## config.mk

```make
export PLATFORM = sky130hd
export DESIGN_NAME = ccss_switcher
export DESIGN_NICKNAME = d
export VERILOG_FILES = /design/src/core/ccss_pkg.sv /design/src/core/ccss_switcher.sv
export SDC_FILE = /design/constraint.sdc
export NUM_CORES = 1
export LEC_CHECK = 0
export ABC_AREA = 1
export BUFFER_PORTS_ARGS = -buffer_cell sky130_fd_sc_hd__clkbuf_2
export CAP_MARGIN = 30
export CORE_ASPECT_RATIO = 2
export CORE_MARGIN = 4
export CORE_UTILIZATION = 45
export DETAILED_ROUTE_END_ITERATION = 7
export PLACE_DENSITY = 0.74
export SLEW_MARGIN = 20
export SYNTH_ARGS = -nofsm -noshare
export SYNTH_HDL_FRONTEND = slang
export SYNTH_SLANG_ARGS = --single-unit
```

## constraint.sdc

```tcl
create_clock -name core_clk_i -period 2 [get_ports core_clk_i]
set_input_delay 0.3 -clock core_clk_i [delete_from_list [all_inputs] [get_ports core_clk_i]]
set_output_delay 0.3 -clock core_clk_i [all_outputs]
set_load 0.1 [all_outputs]
```

## src/core/ccss_pkg.sv

```systemverilog
// constants, field positions and state codes for the cpu clock switcher
package ccss_pkg;
  localparam int MAIN_OSC_HALT_POS = 7;
  localparam int CRYSTAL_HALT_POS = 7;
  localparam int RING_OSC_HALT_POS = 0;
  localparam int MAIN_SEL_POS = 0;
  localparam int MAIN_STAT_POS = 1;
  localparam int SUB_SEL_POS = 4;
  localparam int SUB_STAT_POS = 5;
  localparam int DIV_MSB = 2;
  localparam logic [4:0] HOLD_TICKS = 5'h11;
  localparam logic [10:0] LAT_TO_MAIN = 11'h002;
  localparam logic [10:0] LAT_FROM_SUB = 11'h002;
  localparam logic [10:0] LAT_DIV_BASE = 11'h010;
  localparam logic [2:0] DIV_MAX = 3'h4;
  localparam logic [2:0] DIV_RESET = 3'h0;
  localparam logic [7:0] READBACK_RESET = 8'h00;
  typedef enum logic [2:0] {
    CCSS_HOLD = 3'b001,
    CCSS_RUN = 3'b010,
    CCSS_SWITCH = 3'b100
  } ccss_state_t;
endpackage

```

## src/core/ccss_switcher.sv

```systemverilog
// cpu clock source switcher: source select, divider, standby gating
`timescale 1ns/10ps
module ccss_switcher import ccss_pkg::*; #(
  parameter bit RING_STOPPABLE = 1'b1,
  parameter int XP_PER_R = 50,
  parameter int XP_PER_XT = 366
) (
  input wire logic core_clk_i,
  input wire logic reset_i,
  input wire logic ring_tick_i,
  input wire logic main_tick_i,
  input wire logic sub_tick_i,
  input wire logic [7:0] main_osc_ctrl_reg_i,
  input wire logic [7:0] processor_clock_ctrl_i,
  input wire logic [7:0] ring_osc_mode_reg_i,
  input wire logic [7:0] main_clock_mode_reg_i,
  input wire logic stabilization_done_i,
  input wire logic stop_mode_i,
  input wire logic halt_mode_i,
  input wire logic wdt_overflow_i,
  output logic cpu_tick_o,
  output logic periph_tick_o,
  output logic wdt_tick_o,
  output logic internal_reset_o,
  output logic main_osc_run_o,
  output logic ring_osc_run_o,
  output logic sub_osc_run_o,
  output logic prescaler_run_o,
  output logic main_source_status_o,
  output logic subclock_status_o,
  output logic [7:0] main_clock_mode_rd_o,
  output logic [7:0] processor_clock_rd_o
);
  ccss_state_t state_reg, state_next;
  logic src_main_reg, src_sub_reg, tgt_main_reg, tgt_sub_reg;
  logic [2:0] div_reg, tgt_div_reg;
  logic [3:0] div_cnt_reg;
  logic [4:0] hold_cnt_reg;
  logic [10:0] lat_reg, lat_next;

  // field decode
  wire main_osc_halt_bit = main_osc_ctrl_reg_i[MAIN_OSC_HALT_POS];
  wire crystal_halt_bit = processor_clock_ctrl_i[CRYSTAL_HALT_POS];
  wire ring_osc_halt_bit = ring_osc_mode_reg_i[RING_OSC_HALT_POS];
  wire main_source_select = main_clock_mode_reg_i[MAIN_SEL_POS];
  wire subclock_select = processor_clock_ctrl_i[SUB_SEL_POS];
  wire [2:0] cpu_divider = processor_clock_ctrl_i[DIV_MSB:0];

  // ring halt only counts on the stoppable build
  wire ring_halt_eff = RING_STOPPABLE & ring_osc_halt_bit;
  wire on_ring = !src_main_reg && !src_sub_reg;
  // stop is not available while on the subclock
  wire stop_eff = stop_mode_i && !src_sub_reg;
  wire standby = stop_eff || halt_mode_i;

  // subclock is left only toward main, entered only from main
  wire main_wish = src_sub_reg ? 1'b1 : main_source_select;
  // main not taken before stabilization is reported
  wire eff_main = main_wish && (src_main_reg || stabilization_done_i);
  wire eff_sub = subclock_select && src_main_reg && eff_main;
  wire main_chg = eff_main != src_main_reg;
  wire sub_chg = eff_sub != src_sub_reg;
  wire want_switch = main_chg || sub_chg || (cpu_divider != div_reg);

  // latency counted in pre-switch cpu ticks
  wire [2:0] div_lim = (div_reg > DIV_MAX) ? DIV_MAX : div_reg;
  wire [10:0] xpr = 11'(XP_PER_R);
  wire [10:0] xpt2 = 11'(2 * XP_PER_XT);
  wire [10:0] lat_to_ring = (xpr >> div_lim) + 11'h001;
  wire [10:0] lat_to_sub = xpt2 >> div_lim;
  wire [10:0] lat_div = LAT_DIV_BASE >> div_lim;
  wire [10:0] lat_raw = main_chg ? (src_main_reg ? lat_to_ring : LAT_TO_MAIN)
                      : (eff_sub && !src_sub_reg) ? lat_to_sub
                      : (!eff_sub && src_sub_reg) ? LAT_FROM_SUB : lat_div;
  wire [10:0] lat_start = (lat_raw == 11'h000) ? 11'h001 : lat_raw;

  // cpu tick from the active source, through the divider except on the subclock
  wire src_tick = src_sub_reg ? sub_tick_i
                : src_main_reg ? main_tick_i : ring_tick_i;
  wire [4:0] mask_w = (5'h01 << div_lim) - 5'h01;
  wire [3:0] div_mask = mask_w[3:0];
  wire div_hit = src_sub_reg || ((div_cnt_reg & div_mask) == div_mask);
  wire cpu_en = src_tick && div_hit && !standby && state_reg != CCSS_HOLD;
  wire apply = state_reg == CCSS_SWITCH && cpu_en && lat_reg == 11'h001;

  // prescaler follows main select in halt
  wire periph_sel_main = halt_mode_i ? main_source_select
                       : (src_main_reg || src_sub_reg);
  wire periph_en = !stop_eff && state_reg != CCSS_HOLD &&
                   (periph_sel_main ? main_tick_i : ring_tick_i);
  // wdt: free on unstoppable ring, else gated in standby
  wire wdt_en = ring_tick_i && (!RING_STOPPABLE || !standby);
  // main crystal keeps running while used or targeted
  // status stays 1 on the subclock, so the sub flags must be excluded
  wire main_keep = (src_main_reg && !src_sub_reg) ||
                   (state_reg == CCSS_SWITCH && tgt_main_reg && !tgt_sub_reg);
  // halt source depends on cpu source
  wire main_halt_req = src_sub_reg ? crystal_halt_bit : main_osc_halt_bit;
  wire main_run = !stop_eff && (main_keep || !main_halt_req);
  // ring cannot stop while it clocks the cpu
  wire ring_run = !ring_halt_eff || (on_ring && !stop_eff);

  always_comb begin
    state_next = state_reg;
    lat_next = lat_reg;
    unique case (state_reg)
      CCSS_HOLD: begin
        // cpu clock withheld for 17 ring ticks
        if (ring_tick_i && hold_cnt_reg == HOLD_TICKS - 5'h01) begin
          state_next = CCSS_RUN;
        end
      end
      CCSS_RUN: begin
        // switching frozen in standby
        if (want_switch && !standby) begin
          state_next = CCSS_SWITCH;
          lat_next = lat_start;
        end
      end
      CCSS_SWITCH: begin
        // old clock runs until the count ends
        if (apply) begin
          state_next = CCSS_RUN;
        end else if (cpu_en) begin
          lat_next = lat_reg - 11'h001;
        end
      end
    endcase
  end

  always_ff @(posedge core_clk_i) begin
    if (reset_i) begin
      state_reg <= CCSS_HOLD;
      lat_reg <= 11'h000;
      hold_cnt_reg <= 5'h00;
    end else begin
      state_reg <= state_next;
      lat_reg <= lat_next;
      if (state_reg == CCSS_HOLD && ring_tick_i) begin
        hold_cnt_reg <= hold_cnt_reg + 5'h01;
      end
    end
  end

  // target latched at switch start; later writes wait their turn
  always_ff @(posedge core_clk_i) begin
    if (reset_i) begin
      tgt_main_reg <= 1'b0;
      tgt_sub_reg <= 1'b0;
      tgt_div_reg <= DIV_RESET;
    end else if (state_reg == CCSS_RUN && state_next == CCSS_SWITCH) begin
      tgt_main_reg <= eff_main;
      tgt_sub_reg <= eff_sub;
      tgt_div_reg <= cpu_divider;
    end
  end

  // change lands on a tick and restarts the divider
  always_ff @(posedge core_clk_i) begin
    if (reset_i) begin
      src_main_reg <= 1'b0;
      src_sub_reg <= 1'b0;
      div_reg <= DIV_RESET;
      div_cnt_reg <= 4'h0;
    end else if (apply) begin
      src_main_reg <= tgt_main_reg;
      src_sub_reg <= tgt_sub_reg;
      div_reg <= tgt_div_reg;
      div_cnt_reg <= 4'h0;
    end else if (src_tick && !standby) begin
      div_cnt_reg <= div_hit ? 4'h0 : div_cnt_reg + 4'h1;
    end
  end

  // reset: main and ring off, sub on, prescaler off
  always_ff @(posedge core_clk_i) begin
    if (reset_i) begin
      cpu_tick_o <= 1'b0;
      periph_tick_o <= 1'b0;
      wdt_tick_o <= 1'b0;
      internal_reset_o <= 1'b0;
      main_osc_run_o <= 1'b0;
      ring_osc_run_o <= 1'b0;
      sub_osc_run_o <= 1'b1;
      prescaler_run_o <= 1'b0;
      main_clock_mode_rd_o <= READBACK_RESET;
      processor_clock_rd_o <= READBACK_RESET;
    end else begin
      cpu_tick_o <= cpu_en;
      periph_tick_o <= periph_en;
      wdt_tick_o <= wdt_en;
      internal_reset_o <= wdt_overflow_i;
      main_osc_run_o <= main_run;
      ring_osc_run_o <= ring_run;
      sub_osc_run_o <= 1'b1;
      prescaler_run_o <= !stop_eff;
      main_clock_mode_rd_o <= {6'h00, src_main_reg, main_source_select};
      processor_clock_rd_o <= {processor_clock_ctrl_i[7:6], src_sub_reg,
                               processor_clock_ctrl_i[4:0]};
    end
  end

  assign main_source_status_o = src_main_reg;
  assign subclock_status_o = src_sub_reg;

  property p_boot_ring;
    @(posedge core_clk_i) $fell(reset_i) |->
      !src_main_reg && !main_osc_run_o && sub_osc_run_o;
  endproperty
  a_boot_ring: assert property (p_boot_ring)
    else $error("reset did not leave ring as source");
  property p_hold;
    @(posedge core_clk_i) disable iff (reset_i)
      state_reg == CCSS_HOLD |=> !cpu_tick_o;
  endproperty
  a_hold: assert property (p_hold)
    else $error("cpu ticked during hold");
  property p_stop_presc;
    @(posedge core_clk_i) disable iff (reset_i)
      stop_eff |=> !prescaler_run_o && !periph_tick_o && !cpu_tick_o;
  endproperty
  a_stop_presc: assert property (p_stop_presc)
    else $error("clock ran in stop");
  property p_ring_fixed;
    @(posedge core_clk_i) disable iff (reset_i)
      !RING_STOPPABLE |=> ring_osc_run_o;
  endproperty
  a_ring_fixed: assert property (p_ring_fixed)
    else $error("unstoppable ring stopped");
  property p_sub_via_main;
    @(posedge core_clk_i) disable iff (reset_i)
      subclock_status_o |-> main_source_status_o;
  endproperty
  a_sub_via_main: assert property (p_sub_via_main)
    else $error("subclock reached from ring");
  property p_main_kept;
    @(posedge core_clk_i) disable iff (reset_i)
      src_main_reg && !src_sub_reg && !stop_eff |=> main_osc_run_o;
  endproperty
  a_main_kept: assert property (p_main_kept)
    else $error("main crystal stopped while in use");
  property p_to_main_lat;
    @(posedge core_clk_i) disable iff (reset_i)
      state_reg == CCSS_RUN && !standby && want_switch && main_chg &&
      !src_main_reg |=> lat_reg == 11'h002;
  endproperty
  a_to_main_lat: assert property (p_to_main_lat)
    else $error("ring to main latency not 2");
  property p_div_lat;
    @(posedge core_clk_i) disable iff (reset_i)
      state_reg == CCSS_RUN && !standby && want_switch && !main_chg &&
      !sub_chg && !src_sub_reg |=> lat_reg == (11'h010 >> $past(div_lim));
  endproperty
  a_div_lat: assert property (p_div_lat)
    else $error("divider latency wrong");
  property p_status_late;
    @(posedge core_clk_i) disable iff (reset_i)
      $changed(src_main_reg) |-> $past(cpu_en) && $past(lat_reg) == 11'h001;
  endproperty
  a_status_late: assert property (p_status_late)
    else $error("status changed before latency ended");
  property p_standby_freeze;
    @(posedge core_clk_i) disable iff (reset_i)
      standby |=> $stable(src_main_reg) && $stable(src_sub_reg);
  endproperty
  a_standby_freeze: assert property (p_standby_freeze)
    else $error("source moved in standby");
  property p_wdt_stop;
    @(posedge core_clk_i) disable iff (reset_i)
      !RING_STOPPABLE && ring_tick_i |=> wdt_tick_o;
  endproperty
  a_wdt_stop: assert property (p_wdt_stop)
    else $error("watchdog tick lost");
  c_to_main: cover property (@(posedge core_clk_i) $rose(src_main_reg));
  c_to_sub: cover property (@(posedge core_clk_i) $rose(src_sub_reg));
  c_stop: cover property (@(posedge core_clk_i) $rose(stop_eff));
  c_div: cover property (@(posedge core_clk_i) apply && div_reg != tgt_div_reg);
endmodule // ccss_switcher

```

# --- Yosys cells after proc, flatten, opt, wreduce, memory -nomap -nowiden ---
# Index checks and enable logic that the tools add are counted.
word_totals:
  output_inout_bits: 26
  ff_bits: 56
  inputBits: 41
  wordCells: 112
op_classes:
  n_eq_ne: 14
  n_reduce_logical: 46
  mux: 21
  n_lt_le_gt_ge: 1
  add_sub_neg: 5
  n_shift: 4
  bitwise: 1
ops:
  columns: ["op", "count"]
  rows:
  - ["$mux W11", 8]
  - ["$logic_and A1 B1 Y1", 25]
  - ["$pmux W11 S2", 1]
  - ["$mux W3", 4]
  - ["$add A11 B1 Y11 const B", 1]
  - ["$eq A11 B1 Y1 const B", 1]
  - ["$logic_not A11 Y1", 1]
  - ["$shr A10 B3 Y11 const A", 1]
  - ["$shr A5 B3 Y11 const A", 1]
  - ["$shr A6 B3 Y11 const A", 1]
  - ["$sub A11 B1 Y11 const B", 1]
  - ["$logic_or A1 B1 Y1", 9]
  - ["$pmux W3 S3", 1]
  - ["$logic_not A1 Y1", 8]
  - ["$eq A3 B3 Y1 const B", 2]
  - ["$mux W1", 6]
  - ["$ne A2 B2 Y1 const B", 3]
  - ["$add A5 B1 Y5 const B", 1]
  - ["$eq A5 B5 Y1 const B", 1]
  - ["$add A4 B1 Y4 const B", 1]
  - ["$and A4 B4 Y4", 1]
  - ["$eq A4 B4 Y1", 1]
  - ["$mux W4", 1]
  - ["$reduce_and A4 Y1", 1]
  - ["other kinds (10)", 11]

# --- Longest topological paths before layout ---
logic_depth:
  ltp_word: 16
  mapped_depth: 17
  mapped_depth_nobuf: 17

# --- Least setup slack after synthesis ---
# No wires, ideal clock.
synth_path:
  kind: "reg2reg"
  start: "reg src_sub_reg, in the netlist subclock_status_o"
  end: "reg lat_reg[0]"
  period_less_slack_ns: 2.827
  path_stages_with_launch: 17
  setup_slack_ns: -0.827
  t_arrival_ns: 2.761
  setup_ns: 0.066
  n_path_buf: 1
  t_required_ns: 1.934
  path_cell_list: "dfxtp_1 -> inv_2 -> nand2_1 -> nand2_1 -> nor2_1 -> ha_1 -> clkbuf_1 -> nor2_1 -> nand2_1 -> o21ai_0 -> nand2_1 -> nand2_1 -> nor2_1 -> nand3_1 -> nand2_1 -> nand2_1 -> a21oi_2"
synth_between:
  elab_chain_cells: 12
  word_cells_on_any_way: 33
  classes_between: "5 x eq/ne; 8 x mux; 20 x reduce/logical"
synth_rtl:
  columns: ["item", "line_no", "text"]
  rows:
  - ["from (decl)", "ccss_switcher.sv:35", "logic src_main_reg, src_sub_reg, tgt_main_reg, tgt_sub_reg;"]
  - ["from (signal assigned)", "ccss_switcher.sv:167", "src_sub_reg <= tgt_sub_reg;"]
  - ["$mux W1 (*)", "ccss_switcher.sv:57", "wire main_wish = src_sub_reg ? 1'b1 : main_source_select;"]
  - ["$logic_and A1 B1 Y1 (*)", "ccss_switcher.sv:59", "wire eff_main = main_wish && (src_main_reg || stabilization_done_i);"]
  - ["$logic_and A1 B1 Y1 (*)", "ccss_switcher.sv:60", "wire eff_sub = subclock_select && src_main_reg && eff_main;"]
  - ["net eff_sub", "ccss_switcher.sv:60", null]
  - ["$logic_not A1 Y1", "ccss_switcher.sv:74", ": (!eff_sub && src_sub_reg) ? LAT_FROM_SUB : lat_div;"]
  - ["$logic_and A1 B1 Y1", "ccss_switcher.sv:74", null]
  - ["$mux W11", "ccss_switcher.sv:74", null]
  - ["$mux W11", "ccss_switcher.sv:73", ": (eff_sub && !src_sub_reg) ? lat_to_sub"]
  - ["$mux W11", "ccss_switcher.sv:72", "wire [10:0] lat_raw = main_chg ? (src_main_reg ? lat_to_ring : LAT_TO_MAIN)"]
  - ["$logic_not A11 Y1", "ccss_switcher.sv:75", "wire [10:0] lat_start = (lat_raw == 11'h000) ? 11'h001 : lat_raw;"]
  - ["$mux W11", "ccss_switcher.sv:75", null]
  - ["$mux W11", "ccss_switcher.sv:115", "if (want_switch && !standby) begin"]
  - ["$pmux W11 S2", "ccss_switcher.sv:106", "unique case (state_reg)"]
  - ["to (signal assigned)", "ccss_switcher.sv:138", "lat_reg <= lat_next;"]
  - ["to (decl)", "ccss_switcher.sv:39", "logic [10:0] lat_reg, lat_next;"]
# The timed path passes the listed nets; every way through them passes the cells marked *. The select of a mux whose other input is x is not followed.
# A chain may end at the register's enable or synchronous reset.

# --- Worst setup path after layout ---
layout_path:
  start: "reg div_reg[0]"
  end: "reg lat_reg[0]"
layout_between:
  elab_chain_cells: 14
  word_cells_on_any_way: 31
  classes_between: "2 x add/sub; 1 x order compare; 5 x eq/ne; 4 x shift; 8 x mux; 1 x bitwise; 10 x reduce/logical"
layout_rtl:
  columns: ["item", "line_no", "text"]
  rows:
  - ["from (decl)", "ccss_switcher.sv:36", "logic [2:0] div_reg, tgt_div_reg;"]
  - ["from (signal assigned)", "ccss_switcher.sv:168", "div_reg <= tgt_div_reg;"]
  - ["parallel branches: the longest is 14 deep, another holds $add A11 B1 Y11", null, null]
# Several ways; the timed one is not identified. The select of a mux whose other input is x is not followed.

==> reports/metrics.csv <==
stage,metric,value,unit
run_status,status,"complete, but fails checks",
run_status,violations,negative setup slack,
synth,ys_warn_count,0,
clocking,clock_path_buffers,2,
global_routing,antenna_found_initial,0,
timing,clock_skew,0.00606,ns
placed_design,gp_congestion,0.884,
floorplanning,die_h,120,um
placed_design,io_buffers,37,
worst_setup_path,cp.required,2.23,ns
floorplanning,initial_utilization,0.465,
worst_setup_path,path_max_fanout,3,
timing,max-slew-margin-rel,0.636,
timing,tns,-0.0135,ns
synth,synth_area_leaders,"dfxtp_1 (36%), nand2_1 (14%), nor2_1 (6.7%)",
routing,first_pass_iters,4,
timing,tightest_slew,0.549,ns
floorplanning,core,6060,sq um
layout,stdcell_count,565,
power,fin_total_pwr,2.27,mW
floorplanning,top_level_ports,67,
floorplanning,die_w,64.0,um
layout,syn_to_final_growth,25.9,%
synth,synthesis.area,2820,sq um
synth,synth.avg_cell_area,6.81,sq um
synth,synth_common_cells,"nand2_1 (107), dfxtp_1 (50), nor2_1 (50)",
layout,largest_register_ffs,11,
routing,drc_errors,0,
layout,multi_input_area,1600,sq um
synth,synth_top_area_cell,dfxtp_1,
worst_setup_path,cp.arrival,2.25,ns
clocking,htreeDepth,2,
power,p_per_area,639,nW/um^2
power,p_leak,1.70,nW
worst_setup_path,path_class,reg -> reg,
timing,min_period,2.01,ns
routing,drtIter0Drc,126,
power,ir_drop,544,uV
timing,finalCritPeriodShare,1.01,
timing,maxSlewViolCount,0,
timing,holdWs,0.182,ns
placed_design,dp_hpwl,5550,um
layout,nFillCells,577,
global_routing,grt_usage,0.197,
clocking,cts_buffers,5,
routing,ant_nets,0,
clocking,clock_sinks,50,
synth,yosysTopAreaCellShare,0.355,
synth,async_flop_share,0,
layout,n_antenna_cell,0,
min_path,hp-class,in -> reg,
clocking,clk_pin_slew,0.07,ns
global_routing,grt_pass1_wl,12100,um
floorplanning,die_area,7670,sq um
synth,synth_edf_count,0,
layout,seqCellArea,1010,sq um
clocking,cts_tree,built,
synth,synthFlopType,dfxtp_1,
routing,drt-total-wl,7280,um
worst_setup_path,cp-start-kind,flop,
layout,drive_gt1_frac,0.254,
placed_design,place_inst,555,
timing,finalSetupViolations,2,
clocking,clkLatencyLatePin,0.29,ns
timing,hold_viol,0,
timing,rsz0062_at_grt,true,
synth,ys_seq_area_frac,0.355,
timing,setup_ws,-0.0105,ns
routing,detail_route.wl_per_cell,12.9,um
worst_setup_path,worstSetupEndpointType,flop,
synth,synth.ff_latch_count,50,
layout,nets,534,
timing,fmax,497,MHz
routing,vias_per_cell,5.01,
global_routing,grt_pass1_vias,2725,
floorplanning,row_count,40,
clocking,cts_root_buf,clkbuf_16,
flow_run,maxCapViolCount,0,
synth,synth_cell_types,34,
synth,synth_cells,414,
synth,synth.most_common_cell,nand2_1,
routing,num_vias,2832,
global_routing,grt_max_degree,31,
global_routing,overflow,0,
-- cells by family after synthesis --
family | synth area share
and+or+nand+nor | 0.323
AOI/OAI and AO/OA | 0.134
buffers and inverters | 0.109
DFF | 0.355
adders and majority gates | 0.0577
xor gates and xnor gates | 0.0186
other | 0.00267
-- cell type report --
class	instances	area share
Timing Repair Buffer	74	0.135
Clock buffer	6	0.0363
Multi-Input combinational cell	302	0.451
Clock inverter	2	0.0106
Sequential cell	50	0.285
Tap cell	84	0.0296
Inverter	47	0.0525
-- critical path, cell delays in order (launching register included) --
cell and delay (ns):
dfxtp_2 0.35, inv_2 0.05, nor2_4 0.16, inv_2 0.08, ha_4 0.27, o21ai_2 0.05, ha_1 0.29, o211ai_1 0.19
nand2_1 0.11, nor2_1 0.11, nand3_1 0.08, nand2_1 0.06, nand2_1 0.06, a21oi_2 0.10
-- worst paths after layout --
check                           slack (ns)                          from  cells after the start                            to
worst max-delay path                 -0.01       div_reg[0]$_SDFFE_PP0P_                     13       lat_reg[0]$_SDFFE_PP0P_
worst min-delay path                  0.18        ring_osc_mode_reg_i[0]                      2     ring_osc_run_o$_SDFF_PP0_
worst max register to register       -0.01       div_reg[0]$_SDFFE_PP0P_                     13       lat_reg[0]$_SDFFE_PP0P_
worst min register to register        0.46  hold_cnt_reg[4]$_SDFFE_PP0P_                      1  hold_cnt_reg[4]$_SDFFE_PP0P_
-- metal layers --
| metal | share of wire | vias up | track usage | routed length [um] |
|---|---|---|---|---|
| met4 | 0.031 | 0 | 0.108 | 227 |
| met2 | 0.58 | 51 | 0.377 | 4230 |
| met3 | 0.028 | 15 | 0.0281 | 207 |
| met5 | 0 | - | 0 | 0 |
| met1 | 0.36 | 1317 | 0.195 | 2610 |
| li1 | - | 1449 | - | - |
-- power breakdown --
group / switching [mW] / leakage, nW / total (mW) / internal, mW
Sequential: 0.00766 / 0.410 / 1.02 / 1.01
Combinational: 0.228 / 1.21 / 0.279 / 0.0509
Clock: 0.377 / 0.0771 / 0.968 / 0.591
Total: 0.613 / 1.70 / 2.27 / 1.65
-- through the flow --
| step | setup slack, ns | util | cell area [sq um] |
|---|---|---|---|
| 2_1_floorplan | 0.0109 | - | 2880 |
| 3_3_place_gp | -0.0652 | 0.546 | 3300 |
| 3_5_place_dp | -0.0808 | 0.546 | 3300 |
| 4_1_cts | -0.0154 | 0.577 | 3490 |
| 5_1_grt | -0.143 | 0.586 | 3550 |
| 6_report | -0.0105 | 0.586 | 3550 |
-- repair_timing --
item / in CTS / in global routing
setup buffers: 1 / 1
resized for setup: 5 / 19
hold buffers: 0 / 0
pin swaps: 2 / 6
setup endpoints to repair: 5 / 16
-- layout by cell type (no fill, tap or decap), types with 2 or more instances in the layout --
cell / instances
inv_2: 5
a21oi_2: 3
a211oi_1: 5
o21ai_0: 25
dfxtp_2: 3
conb_1: 7
buf_4: 35
ha_1: 11
nand3b_1: 2
nand2_1: 103
nand2_2: 10
nand4_1: 7
or2_2: 3
nor2_4: 3
xor2_1: 4
inv_4: 2
nor2_1: 45
nand3_1: 23
nor2_2: 3
clkbuf_16: 5
xnor2_1: 2
nor3_1: 4
ha_4: 2
dfxtp_1: 45
inv_1: 39
clkbuf_2: 37
a21oi_1: 29
dfxtp_4: 2
Power figures use the tool's default switching activity.
